===== src/logic/hsrl_defs.vh =====
// Constants for the serial ROM configuration loader
`ifndef HSRL_DEFS_VH
`define HSRL_DEFS_VH

// Clock of the loader and the serial ROM link
`define HSRL_CLOCK_PERIOD_NS     5
`define HSRL_ROM_CLOCK_PERIOD_NS 1000
`define HSRL_HALF_CYCLES         ((`HSRL_ROM_CLOCK_PERIOD_NS / 2) / `HSRL_CLOCK_PERIOD_NS)

// Read command: start bit 1, opcode 10, word address 00000
`define HSRL_READ_COMMAND        8'hC0
`define HSRL_COMMAND_LAST_BIT    3'h7

// Data stream layout
`define HSRL_WORD_LAST_BIT       4'hF
`define HSRL_WORD_INDEX_GROUPED  2'h0
`define HSRL_WORD_INDEX_VENDOR   2'h1
`define HSRL_WORD_INDEX_PRODUCT  2'h2
`define HSRL_GROUPED_BIT         14

// Strap settle delay after reset release, in cycles
`define HSRL_STRAP_SETTLE        2'h3

// Buffer entry: word index above sixteen data bits
`define HSRL_ENTRY_WIDTH         18

`endif


===== src/logic/hsrl_word_buffer.v =====
// Two-entry word buffer with valid and ready on both sides
`timescale 1ns/1ps
`include "hsrl_defs.vh"

module hsrl_word_buffer (
   input  wire                          clock,
   input  wire                          resetn,
   input  wire                          inValid,
   output wire                          inReady,
   input  wire [`HSRL_ENTRY_WIDTH-1:0]  inData,
   output wire                          outValid,
   input  wire                          outReady,
   output wire [`HSRL_ENTRY_WIDTH-1:0]  outData
);

   reg  [`HSRL_ENTRY_WIDTH-1:0] entry_reg [0:1];
   reg                          wrPtr_reg;
   reg                          rdPtr_reg;
   reg  [1:0]                   count_reg;
   wire                         doPush;
   wire                         doPop;

   // Honest full and empty from the occupancy count
   assign inReady  = (count_reg != 2'h2);
   assign outValid = (count_reg != 2'h0);
   assign outData  = entry_reg[rdPtr_reg];
   assign doPush   = inValid & inReady;
   assign doPop    = outValid & outReady;

   // Storage, no reset needed on the data
   always @(posedge clock) begin
      if (doPush) begin
         entry_reg[wrPtr_reg] <= inData;
      end
   end

   // Pointers and count
   always @(posedge clock or negedge resetn) begin
      if (!resetn) begin
         wrPtr_reg <= 1'b0;
         rdPtr_reg <= 1'b0;
         count_reg <= 2'h0;
      end else begin
         if (doPush) begin
            wrPtr_reg <= ~wrPtr_reg;
         end
         if (doPop) begin
            rdPtr_reg <= ~rdPtr_reg;
         end
         if (doPush && !doPop) begin
            count_reg <= count_reg + 2'h1;
         end else if (doPop && !doPush) begin
            count_reg <= count_reg - 2'h1;
         end
      end
   end

endmodule


===== src/logic/hsrl_config_loader.v =====
// Power-on configuration loader reading three words from a serial ROM
`timescale 1ns/1ps
`include "hsrl_defs.vh"

// Overview of operation
// - One read after reset, only if strap low
// - Strap low: pulldowns on ROM clock, data
// - Strap high: ROM pin pulldowns disabled
// - Drive start 1, opcode 10, address 00000
// - Release data wire after address; ROM drives
// - Capture dummy zero, three words, MSB first
// - Loader makes ROM clock; ROM shifts on rise
// - After third word: pins tristated, pulldowns on
// - Word 0 bit 14 grouped power; word 1 vendor
// - Word at address 00010 is product identifier
// - Select and fast input low: crystal clock
// - Select and crystal input high: fast clock
module hsrl_config_loader #(
   parameter [15:0] DEFAULT_VENDOR_ID  = 16'h0A5A, // Arbitrary value
   parameter [15:0] DEFAULT_PRODUCT_ID = 16'h05A5, // Arbitrary value
   parameter        DEFAULT_GROUPED    = 1'b0
) (
   input  wire        clock,
   input  wire        resetn,
   input  wire        extConfigEnableN,
   input  wire        clockSourceSelect,
   input  wire        fastClockInput,
   input  wire        crystalIn,
   input  wire        serialRomDataIn,
   input  wire        coreLoadReady,
   output reg         serialRomClock,
   output reg         serialRomClockOe,
   output reg         serialRomDataOut,
   output reg         serialRomDataOe,
   output reg         romPulldownEnable,
   output reg         romWordOrganization,
   output reg  [15:0] vendorIdentifier,
   output reg  [15:0] productIdentifier,
   output reg         groupedPower,
   output reg         configValid,
   output reg         useCrystal,
   output reg         useFastClock
);

   ////////////////////////////////////////////////////////////////////////////////
   // Declarations

   localparam [4:0] ST_STRAP = 5'h01;
   localparam [4:0] ST_SEND  = 5'h02;
   localparam [4:0] ST_RECV  = 5'h04;
   localparam [4:0] ST_FLUSH = 5'h08;
   localparam [4:0] ST_DONE  = 5'h10;

   // Last count of a half period, cut to the counter width on purpose
   localparam integer HALF_LAST_INT = `HSRL_HALF_CYCLES - 1;
   localparam [6:0]   HALF_LAST     = HALF_LAST_INT[6:0];

   reg  [4:0]                   state_reg;
   reg  [4:0]                   syncA_reg;
   reg  [4:0]                   syncB_reg;
   reg  [1:0]                   settle_reg;
   reg  [6:0]                   halfCnt_reg;
   reg  [7:0]                   command_reg;
   reg  [2:0]                   cmdCnt_reg;
   reg  [3:0]                   bitCnt_reg;
   reg  [1:0]                   wordIdx_reg;
   reg  [15:0]                  shift_reg;
   reg                          dummyBit_reg;
   reg                          pending_reg;
   reg  [`HSRL_ENTRY_WIDTH-1:0] pendData_reg;
   reg                          groupedShadow_reg;
   reg  [15:0]                  vendorShadow_reg;
   wire                         tick;
   wire                         strapN;
   wire                         selSync;
   wire                         fastSync;
   wire                         crystalSync;
   wire                         dataSync;
   wire                         bufInReady;
   wire                         bufOutValid;
   wire [`HSRL_ENTRY_WIDTH-1:0] bufOutData;
   wire                         drain;

   // Word index held in the top bits of a buffer entry
   function [1:0] entryIndex;
      input [`HSRL_ENTRY_WIDTH-1:0] entry;
      begin
         entryIndex = entry[`HSRL_ENTRY_WIDTH-1:16];
      end
   endfunction

   ////////////////////////////////////////////////////////////////////////////////
   // Input synchronisers, two flops for every pin input

   always @(posedge clock or negedge resetn) begin
      if (!resetn) begin
         syncA_reg <= 5'h00;
         syncB_reg <= 5'h00;
      end else begin
         syncA_reg <= {serialRomDataIn, crystalIn, fastClockInput,
                       clockSourceSelect, extConfigEnableN};
         syncB_reg <= syncA_reg;
      end
   end

   assign strapN      = syncB_reg[0];
   assign selSync     = syncB_reg[1];
   assign fastSync    = syncB_reg[2];
   assign crystalSync = syncB_reg[3];
   assign dataSync    = syncB_reg[4];

   ////////////////////////////////////////////////////////////////////////////////
   // Half-period divider for the ROM clock

   assign tick = (halfCnt_reg == HALF_LAST);

   always @(posedge clock or negedge resetn) begin
      if (!resetn) begin
         halfCnt_reg <= 7'h00;
      end else if (tick) begin
         halfCnt_reg <= 7'h00;
      end else begin
         halfCnt_reg <= halfCnt_reg + 7'h01;
      end
   end

   ////////////////////////////////////////////////////////////////////////////////
   // Read sequencer

   always @(posedge clock or negedge resetn) begin
      if (!resetn) begin
         state_reg           <= ST_STRAP;
         settle_reg          <= 2'h0;
         command_reg         <= 8'h00;
         cmdCnt_reg          <= 3'h0;
         bitCnt_reg          <= 4'h0;
         wordIdx_reg         <= 2'h0;
         shift_reg           <= 16'h0000;
         dummyBit_reg        <= 1'b0;
         pending_reg         <= 1'b0;
         pendData_reg        <= {`HSRL_ENTRY_WIDTH{1'b0}};
         serialRomClock      <= 1'b0;
         serialRomClockOe    <= 1'b0;
         serialRomDataOut    <= 1'b0;
         serialRomDataOe     <= 1'b0;
         romPulldownEnable   <= 1'b0;
         romWordOrganization <= 1'b0;
         useCrystal          <= 1'b0;
         useFastClock        <= 1'b0;
      end else begin
         // Word handed to the buffer
         if (pending_reg && bufInReady) begin
            pending_reg <= 1'b0;
         end
         case (state_reg)
            ST_STRAP: begin
               if (settle_reg != `HSRL_STRAP_SETTLE) begin
                  settle_reg <= settle_reg + 2'h1;
               end else begin
                  romWordOrganization <= 1'b1;
                  useCrystal   <= ~selSync & ~fastSync;
                  useFastClock <= selSync & crystalSync;
                  romPulldownEnable <= ~strapN;
                  if (!strapN) begin
                     // Start bit, opcode and address, MSB first
                     command_reg      <= `HSRL_READ_COMMAND << 1;
                     serialRomDataOut <= 1'b1;
                     serialRomDataOe  <= 1'b1;
                     serialRomClockOe <= 1'b1;
                     cmdCnt_reg       <= 3'h0;
                     state_reg        <= ST_SEND;
                  end else begin
                     state_reg <= ST_DONE;
                  end
               end
            end
            ST_SEND: begin
               if (tick) begin
                  if (!serialRomClock) begin
                     serialRomClock <= 1'b1;
                  end else begin
                     serialRomClock <= 1'b0;
                     if (cmdCnt_reg == `HSRL_COMMAND_LAST_BIT) begin
                        // ROM drives its dummy bit from the next rise
                        serialRomDataOe  <= 1'b0;
                        serialRomDataOut <= 1'b0;
                        bitCnt_reg       <= 4'h0;
                        state_reg        <= ST_RECV;
                     end else begin
                        serialRomDataOut <= command_reg[7];
                        command_reg      <= command_reg << 1;
                        cmdCnt_reg       <= cmdCnt_reg + 3'h1;
                     end
                  end
               end
            end
            ST_RECV: begin
               if (tick) begin
                  if (!serialRomClock) begin
                     // Hold the clock low while a word waits for room
                     if (!pending_reg) begin
                        serialRomClock <= 1'b1;
                     end
                  end else begin
                     serialRomClock <= 1'b0;
                     if (!dummyBit_reg) begin
                        // First sample is the dummy zero, dropped
                        dummyBit_reg <= 1'b1;
                     end else begin
                        shift_reg  <= {shift_reg[14:0], dataSync};
                        bitCnt_reg <= bitCnt_reg + 4'h1;
                        if (bitCnt_reg == `HSRL_WORD_LAST_BIT) begin
                           pending_reg  <= 1'b1;
                           pendData_reg <= {wordIdx_reg, shift_reg[14:0], dataSync};
                           wordIdx_reg  <= wordIdx_reg + 2'h1;
                           if (wordIdx_reg == `HSRL_WORD_INDEX_PRODUCT) begin
                              // Tristate link, pulldowns stay on
                              serialRomClockOe <= 1'b0;
                              state_reg        <= ST_FLUSH;
                           end
                        end
                     end
                  end
               end
            end
            ST_FLUSH: begin
               if (!pending_reg) begin
                  state_reg <= ST_DONE;
               end
            end
            ST_DONE: begin
               // Terminal; no second read until the next reset
               state_reg <= ST_DONE;
            end
            default: begin
               state_reg <= ST_DONE;
            end
         endcase
      end
   end

   ////////////////////////////////////////////////////////////////////////////////
   // Word buffer between the link and the configuration store

   hsrl_word_buffer wordBuffer (
      .clock    (clock),
      .resetn   (resetn),
      .inValid  (pending_reg),
      .inReady  (bufInReady),
      .inData   (pendData_reg),
      .outValid (bufOutValid),
      .outReady (coreLoadReady),
      .outData  (bufOutData)
   );

   assign drain = bufOutValid & coreLoadReady;

   ////////////////////////////////////////////////////////////////////////////////
   // Configuration store, applied only once complete

   always @(posedge clock or negedge resetn) begin
      if (!resetn) begin
         groupedShadow_reg <= 1'b0;
         vendorShadow_reg  <= 16'h0000;
         vendorIdentifier  <= 16'h0000;
         productIdentifier <= 16'h0000;
         groupedPower      <= 1'b0;
         configValid       <= 1'b0;
      end else if ((state_reg == ST_STRAP) && (settle_reg == `HSRL_STRAP_SETTLE)
                   && strapN) begin
         // Built-in identity when the ROM is not used
         vendorIdentifier  <= DEFAULT_VENDOR_ID;
         productIdentifier <= DEFAULT_PRODUCT_ID;
         groupedPower      <= DEFAULT_GROUPED;
         configValid       <= 1'b1;
      end else if (drain) begin
         case (entryIndex(bufOutData))
            `HSRL_WORD_INDEX_GROUPED: begin
               groupedShadow_reg <= bufOutData[`HSRL_GROUPED_BIT];
            end
            `HSRL_WORD_INDEX_VENDOR: begin
               vendorShadow_reg <= bufOutData[15:0];
            end
            `HSRL_WORD_INDEX_PRODUCT: begin
               // High byte 15..8, low byte 7..0
               productIdentifier <= bufOutData[15:0];
               vendorIdentifier  <= vendorShadow_reg;
               groupedPower      <= groupedShadow_reg;
               configValid       <= 1'b1;
            end
            default: begin
               configValid <= configValid;
            end
         endcase
      end
   end

endmodule


===== config.mk =====
export PLATFORM = sky130hd
export DESIGN_NAME = hsrl_config_loader
export DESIGN_NICKNAME = d
export VERILOG_FILES = /design/src/logic/hsrl_word_buffer.v /design/src/logic/hsrl_config_loader.v
export VERILOG_INCLUDE_DIRS = /design/src /design/src/logic
export SDC_FILE = /design/constraint.sdc
export NUM_CORES = 1
export LEC_CHECK = 0
export BUFFER_PORTS_ARGS = -buffer_cell sky130_fd_sc_hd__buf_2
export CORE_ASPECT_RATIO = 0.8
export CORE_MARGIN = 2
export CORE_UTILIZATION = 50
export CTS_CLUSTER_SIZE = 24
export DETAILED_ROUTE_END_ITERATION = 12
export GPL_TIMING_DRIVEN = 0
export HOLD_SLACK_MARGIN = 0.06
export PLACE_DENSITY = 0.65
export SYNTH_ARGS = -nofsm -noshare
export SYNTH_HDL_FRONTEND = slang
export SYNTH_HIERARCHICAL = 1
export SYNTH_SLANG_ARGS = --single-unit
export TNS_END_PERCENT = 100

===== constraint.sdc =====
create_clock -name clock -period 4.52 [get_ports clock]
set_input_delay 0 -clock clock [delete_from_list [all_inputs] [get_ports clock]]
set_output_delay 0 -clock clock [all_outputs]
set_load 0.01 [all_outputs]

## After elaboration in Yosys (flattened, before gate mapping)

Memories as Yosys holds them, arrays and structs flattened.
Cells that the tools add are included.

| storage, ports and cells | value |
|---|---|
| flip-flop bits (word level) | 139 |
| memory bits (writable) | 36 |
| input bits | 8 |
| output and inout port bits | 42 |
| word-level logic and storage cells | 180 |
| memories kept | 1 |

Memory list:

| memory | words | width | read ports | clocked after Yosys merged registers in | write ports | line | source |
|---|---|---|---|---|---|---|---|
| wordBuffer.entry_reg | 2 | 18 | 1 | 0 | 1 | hsrl_word_buffer.v:16 | `` reg [`HSRL_ENTRY_WIDTH-1:0] entry_reg [0:1]; `` |

| cells by class | value |
|---|---|
| $add $sub $neg | 7 |
| equal/unequal tests | 25 |
| multiplexer cells | 76 |
| bitwise gates (word level) | 11 |
| reduce and logical (&&, ||, !) cells | 30 |

Operator list:

| cell | number |
|---|---|
| 16-bit 2-to-1 mux | 6 |
| 5-bit 2-to-1 mux | 11 |
| 8-bit 2-to-1 mux | 5 |
| 1-bit 2-to-1 mux | 32 |
| 2-bit inequality test (second input constant) | 14 |
| 4-bit 2-to-1 mux | 6 |
| 5-bit one-hot mux with 4 select lines | 1 |
| 8-bit one-hot mux with 2 select lines | 1 |
| 3-bit 2-to-1 mux | 5 |
| 2-bit nonzero test | 7 |
| 3-bit AND reduction | 4 |
| 6-bit AND reduction | 2 |
| 10-bit AND reduction | 1 |
| 5-bit AND reduction | 2 |
| 1-bit one-hot mux with 2 select lines | 4 |
| 4-bit one-hot mux with 2 select lines | 1 |
| 8-bit AND reduction | 1 |
| 7-bit by 1-bit adder with 7-bit output (second input constant) | 1 |
| 7-bit equality test (second input constant) | 1 |
| 7-bit 2-to-1 mux | 1 |
| 1-bit inverter | 7 |
| 7-bit AND reduction | 1 |
| 2-bit by 1-bit adder with 2-bit output (second input constant) | 3 |
| 2-bit equality test (second input constant) | 3 |
| other kinds (18) | 29 |

## Longest topological paths before layout

Gate-level depths: netlist of the first run.

| logic depth | value |
|---|---|
| depth after elaboration | 8 |
| gate-level depth with buffers | 7 |
| depth with buffers taken out | 7 |

## Cells and area by module

The synthesis of the first run kept the hierarchy.

By module, submodules not included:

| module | times used | cells an instance | area each (um2) | seq. area each (um2) |
|---|---|---|---|---|
| hsrl_config_loader | 1 | 404 | 5281.3 | 3204.3 |
| hsrl_word_buffer | 1 | 74 | 1542.7 | 1181.1 |

## Worst setup path after synthesis of the first run

Ideal clock, no wire load.

| timing path | value |
|---|---|
| kind | reg2reg |
| from | register state_reg[4] |
| to | register shift_reg[10] |
| library setup time | 0.125 ns |
| arrival | 2.053 ns |
| required time | 4.395 ns |
| path slack | 2.342 ns |
| cell stages (with the launch flop) | 7 |
| path buffers | 2 |
| clock period less this slack | 2.178 ns |
| cell sequence | dfrtp_1 > or4b_4 > or2_0 > buf_6 > nor3_4 > buf_8 > mux2_4 |

| between the ends | value |
|---|---|
| word-level cells in the longest chain between the ends | 2 |

RTL lines:

| item | line | source |
|---|---|---|
| from (decl) | hsrl_config_loader.v:58 | `reg [4:0] state_reg;` |
| from (signal assigned) | hsrl_config_loader.v:132 | `state_reg <= ST_STRAP;` |
| from (signal assigned) | hsrl_config_loader.v:171 | `state_reg <= ST_SEND;` |
| from (signal assigned) | hsrl_config_loader.v:173 | `state_reg <= ST_DONE;` |
| 5-bit by 3-bit equality test with 1-bit output | hsrl_config_loader.v:155 | `case (state_reg)` |
| 4-bit AND reduction (no line) | -- |  |
| to (signal assigned) | hsrl_config_loader.v:210 | `shift_reg <= {shift_reg[14:0], dataSync};` |
| to (decl) | hsrl_config_loader.v:67 | `reg [15:0] shift_reg;` |

No other way between the ends.
A chain may end at the register's enable or synchronous reset.

## Worst setup path after layout of the first run

| timing path | value |
|---|---|
| from | register wordBuffer.rdPtr_reg |
| to | register vendorIdentifier[15] |

| between the ends | value |
|---|---|
| word-level cells in the longest chain between the ends | 4 |

RTL lines:

| item | line | source |
|---|---|---|
| from (decl) | hsrl_word_buffer.v:18 | `reg rdPtr_reg;` |
| from (signal assigned) | hsrl_word_buffer.v:48 | `rdPtr_reg <= ~rdPtr_reg;` |
| memory read 2 x 18 bit | -- |  |
| via bufOutData[17] | hsrl_config_loader.v:81 | `` wire [`HSRL_ENTRY_WIDTH-1:0] bufOutData; `` |
| 2-bit equality test | hsrl_config_loader.v:277 | `case (entryIndex(bufOutData))` |
| 2-bit nonzero test (no line) | -- |  |
| 2-bit AND reduction (no line) | -- |  |
| to (signal assigned) | hsrl_config_loader.v:287 | `vendorIdentifier <= vendorShadow_reg;` |
| to (decl) | hsrl_config_loader.v:37 | `output reg [15:0] vendorIdentifier,` |

The timed path passes the listed nets, and every way through them passes these cells.

==> insert_results.sql, run 1 <==
INSERT INTO impl_metrics (metric_group, metric, value, unit) VALUES
('clock_tree', 'clk-insertion-delay-late', '0.42', 'ns'),
('sta', 'setup-violations-final', '0', ''),
('logic_synthesis', 'synth.ff_latch_count', '168', ''),
('floorplanning', 'floorplan.core_area', '13500', 'sq um'),
('worst_setup_path', 'worstSetupStartpointType', 'flip-flop', ''),
('routing', 'average_via_count_per_standard_cell', '5.32', ''),
('clock_tree', 'cts_tree', 'yes', ''),
('grt', 'maximum_number_of_pins_on_one_net_before_global_route_repair', '88', ''),
('place', 'buffer_ports.inserted', '49', ''),
('worst_setup_path', 'critical_path_class', 'flip-flop to flip-flop', ''),
('worst_setup_path', 'slowest_delay', '0.68', 'ns'),
('sta', 'finalMaxSlewViolations', '0', ''),
('logic_synthesis', 'synthesis.area_per_instance', '14.3', 'sq um'),
('clock_tree', 'cts.sinks', '168', ''),
('sta', 'fin_tns_setup', '0', 'ns'),
('clock_tree', 'cts.root.buffer_cell', 'sky130_fd_sc_hd__clkbuf_16', ''),
('logic_synthesis', 'synth.cell_area', '6820', 'sq um'),
('routing', 'highest-signal-layer', 'met4', ''),
('floorplanning', 'die_height', '108', 'microns'),
('logic_synthesis', 'synth_enable_flop_cells', '36', ''),
('worst_setup_path', 'timing.critical_path.fanout_max', '10', ''),
('logic_synthesis', 'synthArstFlopShare', '78.6', '%'),
('power_and_ir_drop', 'peakVddDrop', '0.261', 'mV'),
('worst_setup_path', 'critPathCaptureType', 'flip-flop', ''),
('sta', 'worst_pin_slew', '0.935', 'ns'),
('routing', 'drc', '0', ''),
('cells_and_area', 'regArea', '4390', 'sq um'),
('status', 'status', 'finished, final reports clean', ''),
('worst_hold_path', 'hp-class', 'input pin to async pin', ''),
('routing', 'drt_initial_violations', '254', ''),
('floorplanning', 'initial_utilization', '50.7', '%'),
('clock_tree', 'clockBufferDepth', '2', ''),
('floorplanning', 'ioPinCount', '50', ''),
('logic_synthesis', 'ys.flop_type', 'sky130_fd_sc_hd__dfrtp_1', ''),
('floorplanning', 'width_of_the_die', '135', 'microns'),
('grt', 'grt_pass1_vias', '3881', ''),
('worst_setup_path', 'worst_path_max_delay_cell', 'sky130_fd_sc_hd__clkbuf_1', ''),
('sta', 'worst_clock_skew', '0.00938', 'ns'),
('grt', 'antenna_found_initial', '0', ''),
('grt', 'grt_pass1_wl', '20.1', 'mm'),
('sta', 'post-route-min-period', '2.57', 'ns'),
('routing', 'routedWlPerCell', '16.3', 'microns'),
('floorplanning', 'site_row_count', '38', ''),
('place', 'place_ws', '1.91', 'ns'),
('routing', 'met2WireLength', '5.37', 'mm'),
('clock_tree', 'path_clk_slew', '0.06', 'ns'),
('grt', 'grt_use_total', '18.3', '%'),
('sta', 'period_share', '56.8', '%'),
('cells_and_area', 'num-fill-cells', '1040', ''),
('worst_setup_path', 'ff2ff_setup_slack', '1.95', 'ns'),
('cells_and_area', 'insertedDiodeCount', '0', ''),
('routing', 'wl_met3', '457', 'microns'),
('routing', 'postRouteAntennaNets', '0', ''),
('sta', 'fmax', '389', 'MHz'),
('cells_and_area', 'layout.cells.most_common_list', '131 x sky130_fd_sc_hd__dfrtp_1, 53 x sky130_fd_sc_hd__mux2_2, 50 x sky130_fd_sc_hd__buf_2', ''),
('worst_setup_path', 'number_of_cells_on_the_worst_reg_to_reg_path', '7', ''),
('job', 'max-cap-violations', '0', ''),
('sta', 'rsz0062_at_grt', 'no', ''),
('cells_and_area', 'design.final.nets', '569', ''),
('clock_tree', 'cts_setup_buffers', '0', ''),
('power_and_ir_drop', 'power_density', '388', 'nW/um^2'),
('grt', 'globalRoute.totalOverflow', '0', ''),
('place', 'gp_congestion', '0.759', ''),
('clock_tree', 'cts_buffers', '17', ''),
('clock_tree', 'cts.htree.levels', '4', ''),
('routing', 'wirelength', '12.2', 'mm'),
('cells_and_area', 'multi_input_area', '2270', 'sq um'),
('cells_and_area', 'area_delta_synth_final', '17.7', '%'),
('place', 'place.detailed.hpwl', '8.40', 'mm'),
('power_and_ir_drop', 'leakage', '3.77', 'nW'),
('routing', 'drtPass1Iterations', '6', '');
## cells by family (layout without fill, tap and decap cells)
logic type	after synthesis	count (layout)	share of synthesized area (%)
DFF	168	168	64.3
and+or+nand+nor	121	121	9.20
muxes	105	105	17.6
AOI/OAI and AO/OA	33	33	3.54
buffers and inverters	32	121	2.53
xor gates and xnor gates	12	12	1.54
adders and majority gates	7	7	1.28
## report_power, final
part	internal, W	total (W)	switching (W)	leakage, nW
Clock	0.000972	0.00153	0.000562	0.288
Combinational	0.00000930	0.0000332	0.0000239	1.50
Sequential	0.00155	0.00155	0.00000188	1.98
Total	0.00253	0.00312	0.000588	3.77
## worst paths after layout
| check | start | end |
|---|---|---|
| max | wordBuffer/rdPtr_reg | vendorIdentifier[15] |
| min | resetn | syncA_reg[3] |
| max reg2reg | wordBuffer/rdPtr_reg | vendorIdentifier[15] |
| min reg2reg | syncA_reg[4] | syncB_reg[4] |
| max in group asynchronous | resetn | vendorIdentifier[4] |
| min in group clock | clockSourceSelect | syncA_reg[1] |
## cells in the mapped netlist (3+ instances only)
cell type                  count  area share [%]
sky130_fd_sc_hd__or3_1         6            0.55
sky130_fd_sc_hd__nand4b_1      3            0.39
sky130_fd_sc_hd__and3_1        4            0.37
sky130_fd_sc_hd__edfxtp_1     36              16
sky130_fd_sc_hd__xor2_1        3            0.39
sky130_fd_sc_hd__a21oi_1       6            0.44
sky130_fd_sc_hd__o41ai_1       6            0.77
sky130_fd_sc_hd__xnor2_1       9             1.2
sky130_fd_sc_hd__nor3b_1       4            0.44
sky130_fd_sc_hd__o31ai_1       3            0.33
sky130_fd_sc_hd__dfrtp_1     131              48
sky130_fd_sc_hd__clkbuf_1     13            0.72
sky130_fd_sc_hd__mux2i_1      34             5.0
sky130_fd_sc_hd__nor2b_1       4            0.37
sky130_fd_sc_hd__nand3_1       9            0.66
sky130_fd_sc_hd__ha_1          7             1.3
sky130_fd_sc_hd__mux2_4       17             3.7
sky130_fd_sc_hd__o21ai_0       6            0.44
sky130_fd_sc_hd__nand4_1       4            0.37
sky130_fd_sc_hd__nor3_1        8            0.59
sky130_fd_sc_hd__mux2_2       53             8.7
sky130_fd_sc_hd__nand2b_1      4            0.37
sky130_fd_sc_hd__inv_1        11            0.61
sky130_fd_sc_hd__nor2_1       36             2.0
sky130_fd_sc_hd__nand2_1      26             1.4
## area by class of cell
class | count | share of cell area, %
flip-flops and latches | 168 | 54.6
inverters | 11 | 0.514
repair buffers | 57 | 4.34
clock buffers | 18 | 5.34
multi-input cells | 278 | 28.2
plain buffers | 21 | 1.64
well taps | 180 | 2.80
clock inverters | 14 | 2.55
## metal layers
| metal | track usage (%) | vias to the layer above |
|---|---|---|
| li1 | - | 1868 |
| met1 | 26.4 | 2026 |
| met2 | 27.3 | 65 |
| met3 | 4.92 | 13 |
| met4 | 6.02 | 0 |
| met5 | 0 | - |
## per-stage QoR
stage | power (W) | hold slack [ns] | std cells | util, % | cell area (sq um)
after global routing | 0.00322 | 0.107 | 747 | 59.7 | 8040
after global placement | 0.00160 | 0.108 | 707 | 54.2 | 7290
after CTS | 0.00315 | 0.0638 | 747 | 59.7 | 8040
final | 0.00312 | 0.0620 | 747 | 59.7 | 8040
after floorplan | 0.00158 | -0.296 | 478 | - | 6820
after detailed placement | 0.00161 | -0.0454 | 708 | 54.5 | 7330
## critical path: cells and delay by family (launching register included)
kind                   cells  cell delay, ns
and+or+nand+nor            2            0.17
muxes                      2            0.66
buffers and inverters      3            1.27
DFF                        1            0.34
## repair_timing
action	4_1_cts	5_1_grt
resized for setup	0	0
hold buffers	7	0
endpoints found under the hold margin	138	0
(Power assumes the default switching activity.)
==> run 2: changes to the inputs <==
ABC_AREA = 1   (was not set)
clock period = 2.6 ns   (was 4.52 ns; I/O delays follow)
==> insert_results.sql, run 2 <==
INSERT INTO impl_metrics (metric_group, metric, value, unit) VALUES
('clock_tree', 'cts.htree.levels', '4', ''),
('power_and_ir_drop', 'totalPowerFinal', '0.00512', 'W'),
('logic_synthesis', 'yosysWarnings', '6', ''),
('logic_synthesis', 'yosys.area.top_type', 'sky130_fd_sc_hd__dfrtp_1', ''),
('clock_tree', 'cts_tree', 'yes', ''),
('job', 'max-cap-violations', '0', ''),
('sta', 'worst_pin_slew', '0.920', 'ns'),
('grt', 'globalRoute.totalOverflow', '0', ''),
('cells_and_area', 'largest_register_ffs', '36', ''),
('floorplanning', 'width_of_the_die', '137', 'microns'),
('sta', 'rsz0062_at_grt', 'no', ''),
('routing', 'total_via_count_after_detailed_routing', '4773', ''),
('logic_synthesis', 'yosysUniqueCellTypes', '37', ''),
('logic_synthesis', 'synthesis.area_per_instance', '9.68', 'sq um'),
('power_and_ir_drop', 'power_density', '623', 'nW/um^2'),
('grt', 'grt_use_total', '19.0', '%'),
('worst_setup_path', 'timing.critical_path.fanout_max', '10', ''),
('routing', 'drc', '0', ''),
('logic_synthesis', 'synth.ff_latch_count', '168', ''),
('cells_and_area', 'final_common_cell', 'sky130_fd_sc_hd__nand2_1', ''),
('logic_synthesis', 'yosys.area.top_type_share', '46.3', '%'),
('worst_setup_path', 'critPathCaptureType', 'flip-flop', ''),
('logic_synthesis', 'ys.flop_type', 'sky130_fd_sc_hd__dfrtp_1', ''),
('sta', 'worst_clock_skew', '0.0103', 'ns'),
('power_and_ir_drop', 'leakage', '4.19', 'nW'),
('logic_synthesis', 'synth_sequential_area_ratio', '61.9', '%'),
('clock_tree', 'cts.sinks', '168', ''),
('worst_setup_path', 'required', '2.92', 'ns'),
('logic_synthesis', 'syn-instance-count', '732', ''),
('clock_tree', 'cts.root.buffer_cell', 'sky130_fd_sc_hd__clkbuf_16', ''),
('sta', 'setup-violations-final', '0', ''),
('sta', 'post-route-min-period', '1.97', 'ns'),
('place', 'place_ws', '0.660', 'ns'),
('cells_and_area', 'area_delta_synth_final', '16.1', '%'),
('logic_synthesis', 'synth_enable_flop_cells', '36', ''),
('cells_and_area', 'layout.cells.most_common_list', '264 x sky130_fd_sc_hd__nand2_1, 131 x sky130_fd_sc_hd__dfrtp_1, 93 x sky130_fd_sc_hd__inv_1', ''),
('routing', 'drt_initial_violations', '321', ''),
('logic_synthesis', 'synthArstFlopShare', '78.6', '%'),
('sta', 'final_hold_viol_count', '0', ''),
('routing', 'routedWlPerCell', '13.1', 'microns'),
('routing', 'drtPass1Iterations', '6', ''),
('power_and_ir_drop', 'peakVddDrop', '0.450', 'mV'),
('sta', 'finalMaxSlewViolations', '0', ''),
('floorplanning', 'die-area', '15100', 'sq um'),
('floorplanning', 'ioPinCount', '50', ''),
('floorplanning', 'site_row_count', '38', ''),
('clock_tree', 'cts.repair.resized', '0', ''),
('logic_synthesis', 'synthesis.nets', '747', ''),
('cells_and_area', 'insertedDiodeCount', '0', ''),
('cells_and_area', 'final_layout_size_suffix_gt1_share', '18.5', '%'),
('routing', 'wirelength', '13.1', 'mm'),
('sta', 'maxSlewHeadroom', '38.6', '%'),
('grt', 'grt_pass1_vias', '4644', ''),
('status', 'status', 'finished, final reports clean', ''),
('floorplanning', 'initial_utilization', '51.7', '%'),
('place', 'buffer_ports.inserted', '49', ''),
('logic_synthesis', 'synth.cells.most_frequent', '264 x sky130_fd_sc_hd__nand2_1, 131 x sky130_fd_sc_hd__dfrtp_1, 93 x sky130_fd_sc_hd__inv_1', ''),
('clock_tree', 'path_clk_slew', '0.06', 'ns'),
('sta', 'fin_tns_setup', '0', 'ns'),
('worst_setup_path', 'number_of_cells_on_the_worst_reg_to_reg_path', '10', ''),
('clock_tree', 'cts_buffers', '17', ''),
('worst_setup_path', 'crit_arrival', '2.29', 'ns'),
('grt', 'grt_pass1_wl', '22.4', 'mm'),
('floorplanning', 'floorplan.core_area', '13700', 'sq um'),
('logic_synthesis', 'synth.cell_area', '7080', 'sq um'),
('cells_and_area', 'final_core_util', '60.1', '%'),
('routing', 'postRouteAntennaNets', '0', ''),
('worst_setup_path', 'worstSetupStartpointType', 'flip-flop', ''),
('clock_tree', 'cts_hold_buffers', '7', ''),
('grt', 'antenna_found_initial', '0', ''),
('worst_hold_path', 'hp-class', 'input pin to async pin', ''),
('sta', 'fmax', '508', 'MHz'),
('clock_tree', 'clockBufferDepth', '2', ''),
('clock_tree', 'clk-insertion-delay-late', '0.43', 'ns'),
('place', 'gp_congestion', '0.800', ''),
('floorplanning', 'die_height', '110', 'microns'),
('sta', 'layout_setup_ws', '0.631', 'ns'),
('clock_tree', 'cts_setup_buffers', '0', ''),
('sta', 'period_share', '75.7', '%'),
('grt', 'maximum_number_of_pins_on_one_net_before_global_route_repair', '78', ''),
('place', 'place.detailed.hpwl', '9.20', 'mm'),
('logic_synthesis', 'yosysMostFrequentCell', 'sky130_fd_sc_hd__nand2_1', ''),
('cells_and_area', 'design.final.nets', '824', ''),
('worst_setup_path', 'critical_path_class', 'flip-flop to flip-flop', ''),
('routing', 'average_via_count_per_standard_cell', '4.76', ''),
('logic_synthesis', 'leading_post_synthesis_cells_by_cell_area', 'sky130_fd_sc_hd__dfrtp_1 46%, sky130_fd_sc_hd__edfxtp_1 15%, sky130_fd_sc_hd__nand2_1 14%, sky130_fd_sc_hd__inv_1 4.9%, sky130_fd_sc_hd__o21ai_0 2.1%', '');
run 2: path summary, 6_finish.rpt:
path / start / end / slack (ns)
setup / recovery: wordBuffer/rdPtr_reg / productIdentifier[4] / 0.63
hold / removal: resetn / halfCnt_reg[3] / 0.1
setup reg to reg: wordBuffer/rdPtr_reg / productIdentifier[4] / 0.63
hold reg to reg: syncA_reg[0] / syncB_reg[0] / 0.35
max in group asynchronous: resetn / state_reg[0] / 1.73
min in group clock: fastClockInput / syncA_reg[2] / 0.21
run 2: cells by family after synthesis:
family	share of synthesized area, %
compound gates	6.70
fa+ha+maj	1.24
flops	61.9
buf+inv	7.81
xor+xnor	0.724
simple gates	20.8
mux	0.848
run 2: per-layer routing:
metal	global-route usage (%)	wire, microns	vias up
met1	26.8	6520	2221
li1	-	-	2455
met2	28.3	6010	92
met3	5.05	535	5
met4	6.87	64	0
met5	0	0	-
run 2: final cells by class:
class | instances | area [sq um]
clock buffer | 22 | 464
timing repair buffer | 58 | 357
clock inverter | 10 | 95.1
sequential | 168 | 4390
multi-input combinational | 442 | 2150
inverter | 99 | 372
buffer | 23 | 181
tap | 180 | 225
fill | 1132 | 5470
run 2: metrics by stage:
step	hold WS (ns)	cell area (sq um)	std cells
floorplan	-0.296	7080	732
global placement	0.107	7550	961
detailed placement	-0.00454	7600	963
CTS	0.111	8230	1002
global route	0.145	8230	1002
finish	0.0968	8230	1002
run 2: power breakdown:
group / switching (W) / leakage [nW] / internal [W] / total (W)
Clock: 0.00100 / 0.267 / 0.00137 / 0.00237
Combinational: 0.0000418 / 1.94 / 0.0000160 / 0.0000577
Sequential: 0.00000245 / 1.98 / 0.00269 / 0.00269
run 2: critical path, stage by stage, from the launching register on:
cell	delay (ns)
sky130_fd_sc_hd__dfrtp_1	0.40
sky130_fd_sc_hd__inv_2	0.18
sky130_fd_sc_hd__nand2_1	0.07
sky130_fd_sc_hd__nand2_1	0.09
sky130_fd_sc_hd__nor2_1	0.08
sky130_fd_sc_hd__nand2_1	0.08
sky130_fd_sc_hd__buf_2	0.23
sky130_fd_sc_hd__clkbuf_1	0.45
sky130_fd_sc_hd__o21ai_0	0.15
sky130_fd_sc_hd__nand2_1	0.09
sky130_fd_sc_hd__inv_1	0.04
==> run 3: changes to the inputs <==
PLACE_DENSITY = 0.68   (was 0.65)
clock period = 1.6 ns   (was 2.6 ns; I/O delays follow)
==> insert_results.sql, run 3 (same netlist as run 2, synthesis figures left out) <==
INSERT INTO impl_metrics (metric_group, metric, value, unit) VALUES
('status', 'status', 'complete, but fails checks', ''),
('status', 'failing_checks', 'setup timing', ''),
('sta', 'timing.hold.ws', '0.0781', 'ns'),
('place', 'place.detailed.hpwl', '9.19', 'mm'),
('worst_setup_path', 'worstSetupStartpointType', 'flip-flop', ''),
('sta', 'finalMaxSlewViolations', '0', ''),
('cells_and_area', 'largest_register_ffs', '36', ''),
('worst_setup_path', 'worst_path_dominant_cell_family', 'simple AND/OR/NAND/NOR gates', ''),
('grt', 'antenna_found_initial', '0', ''),
('worst_setup_path', 'worst_path_max_delay_cell', 'sky130_fd_sc_hd__dfstp_2', ''),
('grt', 'globalRoute.totalOverflow', '0', ''),
('clock_tree', 'cts.htree.levels', '4', ''),
('floorplanning', 'initial_utilization', '51.7', '%'),
('sta', 'final_hold_viol_count', '0', ''),
('floorplanning', 'ioPinCount', '50', ''),
('worst_setup_path', 'crit_arrival', '1.96', 'ns'),
('power_and_ir_drop', 'power_density', '909', 'nW/um^2'),
('sta', 'rsz0062_at_grt', 'yes', ''),
('cells_and_area', 'area_delta_synth_final', '34.1', '%'),
('routing', 'total_via_count_after_detailed_routing', '5443', ''),
('power_and_ir_drop', 'totalPowerFinal', '0.00863', 'W'),
('grt', 'grt_pass1_vias', '5042', ''),
('place', 'gp_congestion', '0.790', ''),
('clock_tree', 'cts.root.buffer_cell', 'sky130_fd_sc_hd__clkbuf_16', ''),
('cells_and_area', 'final_core_util', '69.4', '%'),
('worst_setup_path', 'required', '1.90', 'ns'),
('cells_and_area', 'instances_no_fill', '1060', ''),
('sta', 'post-route-min-period', '1.66', 'ns'),
('worst_setup_path', 'number_of_cells_on_the_worst_reg_to_reg_path', '9', ''),
('clock_tree', 'clockBufferDepth', '2', ''),
('worst_setup_path', 'crit_path_cell_trace', 'buf_6, nor2_4, nand2_2, nor2_4, clkbuf_16, nand3_4, buf_8, nand2_1, o21ai_1', ''),
('grt', 'grt_use_total', '19.9', '%'),
('worst_setup_path', 'crit_buf_inv', '3', ''),
('worst_setup_path', 'slowest_delay', '0.38', 'ns'),
('cells_and_area', 'multi_input_area', '2620', 'sq um'),
('routing', 'drt_initial_violations', '370', ''),
('clock_tree', 'path_clk_slew', '0.07', 'ns'),
('worst_setup_path', 'worst-path-stages', '9', ''),
('cells_and_area', 'insertedDiodeCount', '0', ''),
('sta', 'worst_pin_slew', '0.521', 'ns'),
('sta', 'setup-violations-final', '28', ''),
('floorplanning', 'site_row_count', '38', ''),
('floorplanning', 'floorplan.core_area', '13700', 'sq um'),
('sta', 'fmax', '603', 'MHz'),
('floorplanning', 'width_of_the_die', '137', 'microns'),
('cells_and_area', 'num-fill-cells', '975', ''),
('worst_setup_path', 'critical_path_class', 'flip-flop to flip-flop', ''),
('sta', 'fin_tns_setup', '-0.541', 'ns'),
('worst_setup_path', 'cp_common_cell', 'sky130_fd_sc_hd__nor2_4', ''),
('cells_and_area', 'final_common_cell', 'sky130_fd_sc_hd__nand2_1', ''),
('routing', 'drtPass1Iterations', '4', ''),
('job', 'max-cap-violations', '0', ''),
('routing', 'routedWlPerCell', '15.4', 'microns'),
('grt', 'grt_pass1_wl', '23.8', 'mm'),
('power_and_ir_drop', 'peakVddDrop', '0.916', 'mV'),
('grt', 'maximum_number_of_pins_on_one_net_before_global_route_repair', '84', ''),
('routing', 'drc', '0', ''),
('floorplanning', 'die_height', '110', 'microns'),
('clock_tree', 'cts.sinks', '168', ''),
('place', 'buffer_ports.inserted', '49', ''),
('worst_hold_path', 'hp-class', 'input pin to async pin', ''),
('cells_and_area', 'regArea', '4390', 'sq um'),
('clock_tree', 'cts_buffers', '17', ''),
('sta', 'worst_clock_skew', '0.0137', 'ns'),
('cells_and_area', 'final_layout_size_suffix_gt1_share', '34.2', '%'),
('routing', 'wirelength', '16.3', 'mm'),
('worst_setup_path', 'critPathCaptureType', 'flip-flop', ''),
('cells_and_area', 'layout.cells.most_common_list', '212 x sky130_fd_sc_hd__nand2_1, 129 x sky130_fd_sc_hd__dfrtp_1, 88 x sky130_fd_sc_hd__inv_1', ''),
('routing', 'postRouteAntennaNets', '0', ''),
('power_and_ir_drop', 'leakage', '4.73', 'nW'),
('routing', 'average_via_count_per_standard_cell', '5.13', ''),
('cells_and_area', 'design.final.nets', '882', ''),
('clock_tree', 'clk-insertion-delay-late', '0.44', 'ns'),
('sta', 'period_share', '104', '%'),
('place', 'placedCellCount', '962', ''),
('sta', 'maxSlewHeadroom', '65.2', '%'),
('sta', 'layout_setup_ws', '-0.0577', 'ns'),
('floorplanning', 'die-area', '15100', 'sq um'),
('clock_tree', 'cts_tree', 'yes', ''),
('worst_setup_path', 'timing.critical_path.fanout_max', '5', '');
[run 3: cell count changes in the layout (fill, tap and decap cells not counted), moves of 8 or more]
| cell | previous run | this run |
|---|---|---|
| sky130_fd_sc_hd__nand2_1 | 264 | 212 |
| sky130_fd_sc_hd__buf_4 | 1 | 41 |
| sky130_fd_sc_hd__nand2_2 | 9 | 38 |
| sky130_fd_sc_hd__nand2_4 | 4 | 27 |
| sky130_fd_sc_hd__o21ai_2 | 14 | 31 |
| sky130_fd_sc_hd__o21ai_0 | 30 | 18 |
| sky130_fd_sc_hd__nor2_4 | 4 | 15 |
| sky130_fd_sc_hd__clkbuf_16 | 17 | 27 |
| sky130_fd_sc_hd__buf_2 | 60 | 51 |
| sky130_fd_sc_hd__buf_6 | 8 | 16 |
[run 3: path summary, 6_finish.rpt]
check | start | endpoint | slack (ns)
max | state_reg[0] | shift_reg[12] | -0.06
min | resetn | productIdentifier[2] | 0.08
max reg2reg | state_reg[0] | shift_reg[12] | -0.06
min reg2reg | syncA_reg[1] | syncB_reg[1] | 0.35
max in group asynchronous | resetn | state_reg[2] | 0.73
min in group clock | extConfigEnableN | syncA_reg[0] | 0.21
[run 3: layer usage]
layer / share of wire [%] / GRT usage [%] / up-vias
met5: 0 / 0 / -
met3: 4.4 / 4.96 / 24
met4: 1.6 / 7.42 / 0
met1: 43 / 26.8 / 2688
met2: 51 / 31.2 / 152
li1: - / - / 2579
[run 3: where the power goes]
group	internal [W]	switching, W
combinational	0.0000263	0.0000712
clock	0.00249	0.00167
sequential	0.00437	0.00000399
[run 3: per-stage QoR]
step	setup WS (ns)	area [sq um]
CTS	-0.134	8480
finish	-0.0577	9500
detailed placement	-0.334	7590
floorplan	-0.138	7080
global placement	-1.15	7550
global route	-0.133	9500
[run 3: area by class of cell]
class | count | area share, %
buffer | 23 | 3.20
clock buffer | 20 | 4.70
clock inverter | 12 | 1.55
inverter | 99 | 4.04
multi-input combinational | 443 | 27.5
sequential | 168 | 46.2
tap | 180 | 2.37
timing repair buffer | 115 | 10.4
[run 3: worst register-to-register path: cells and delay by family, from the launching register on]
| family | cells | cell delay (ns) |
|---|---|---|
| AOI/OAI and AO/OA | 1 | 0.08 |
| buffers and inverters | 3 | 0.48 |
| DFF | 1 | 0.38 |
| and+or+nand+nor | 5 | 0.58 |
[run 3: timing repair]
action                     4_1_cts  5_1_grt
buffers inserted                15       31
resized for setup               35      158
setup endpoints to repair      129      136
pin swaps                        8       37
cloned                           1       12
hold endpoints to repair       138        0
hold buffers                     7        0
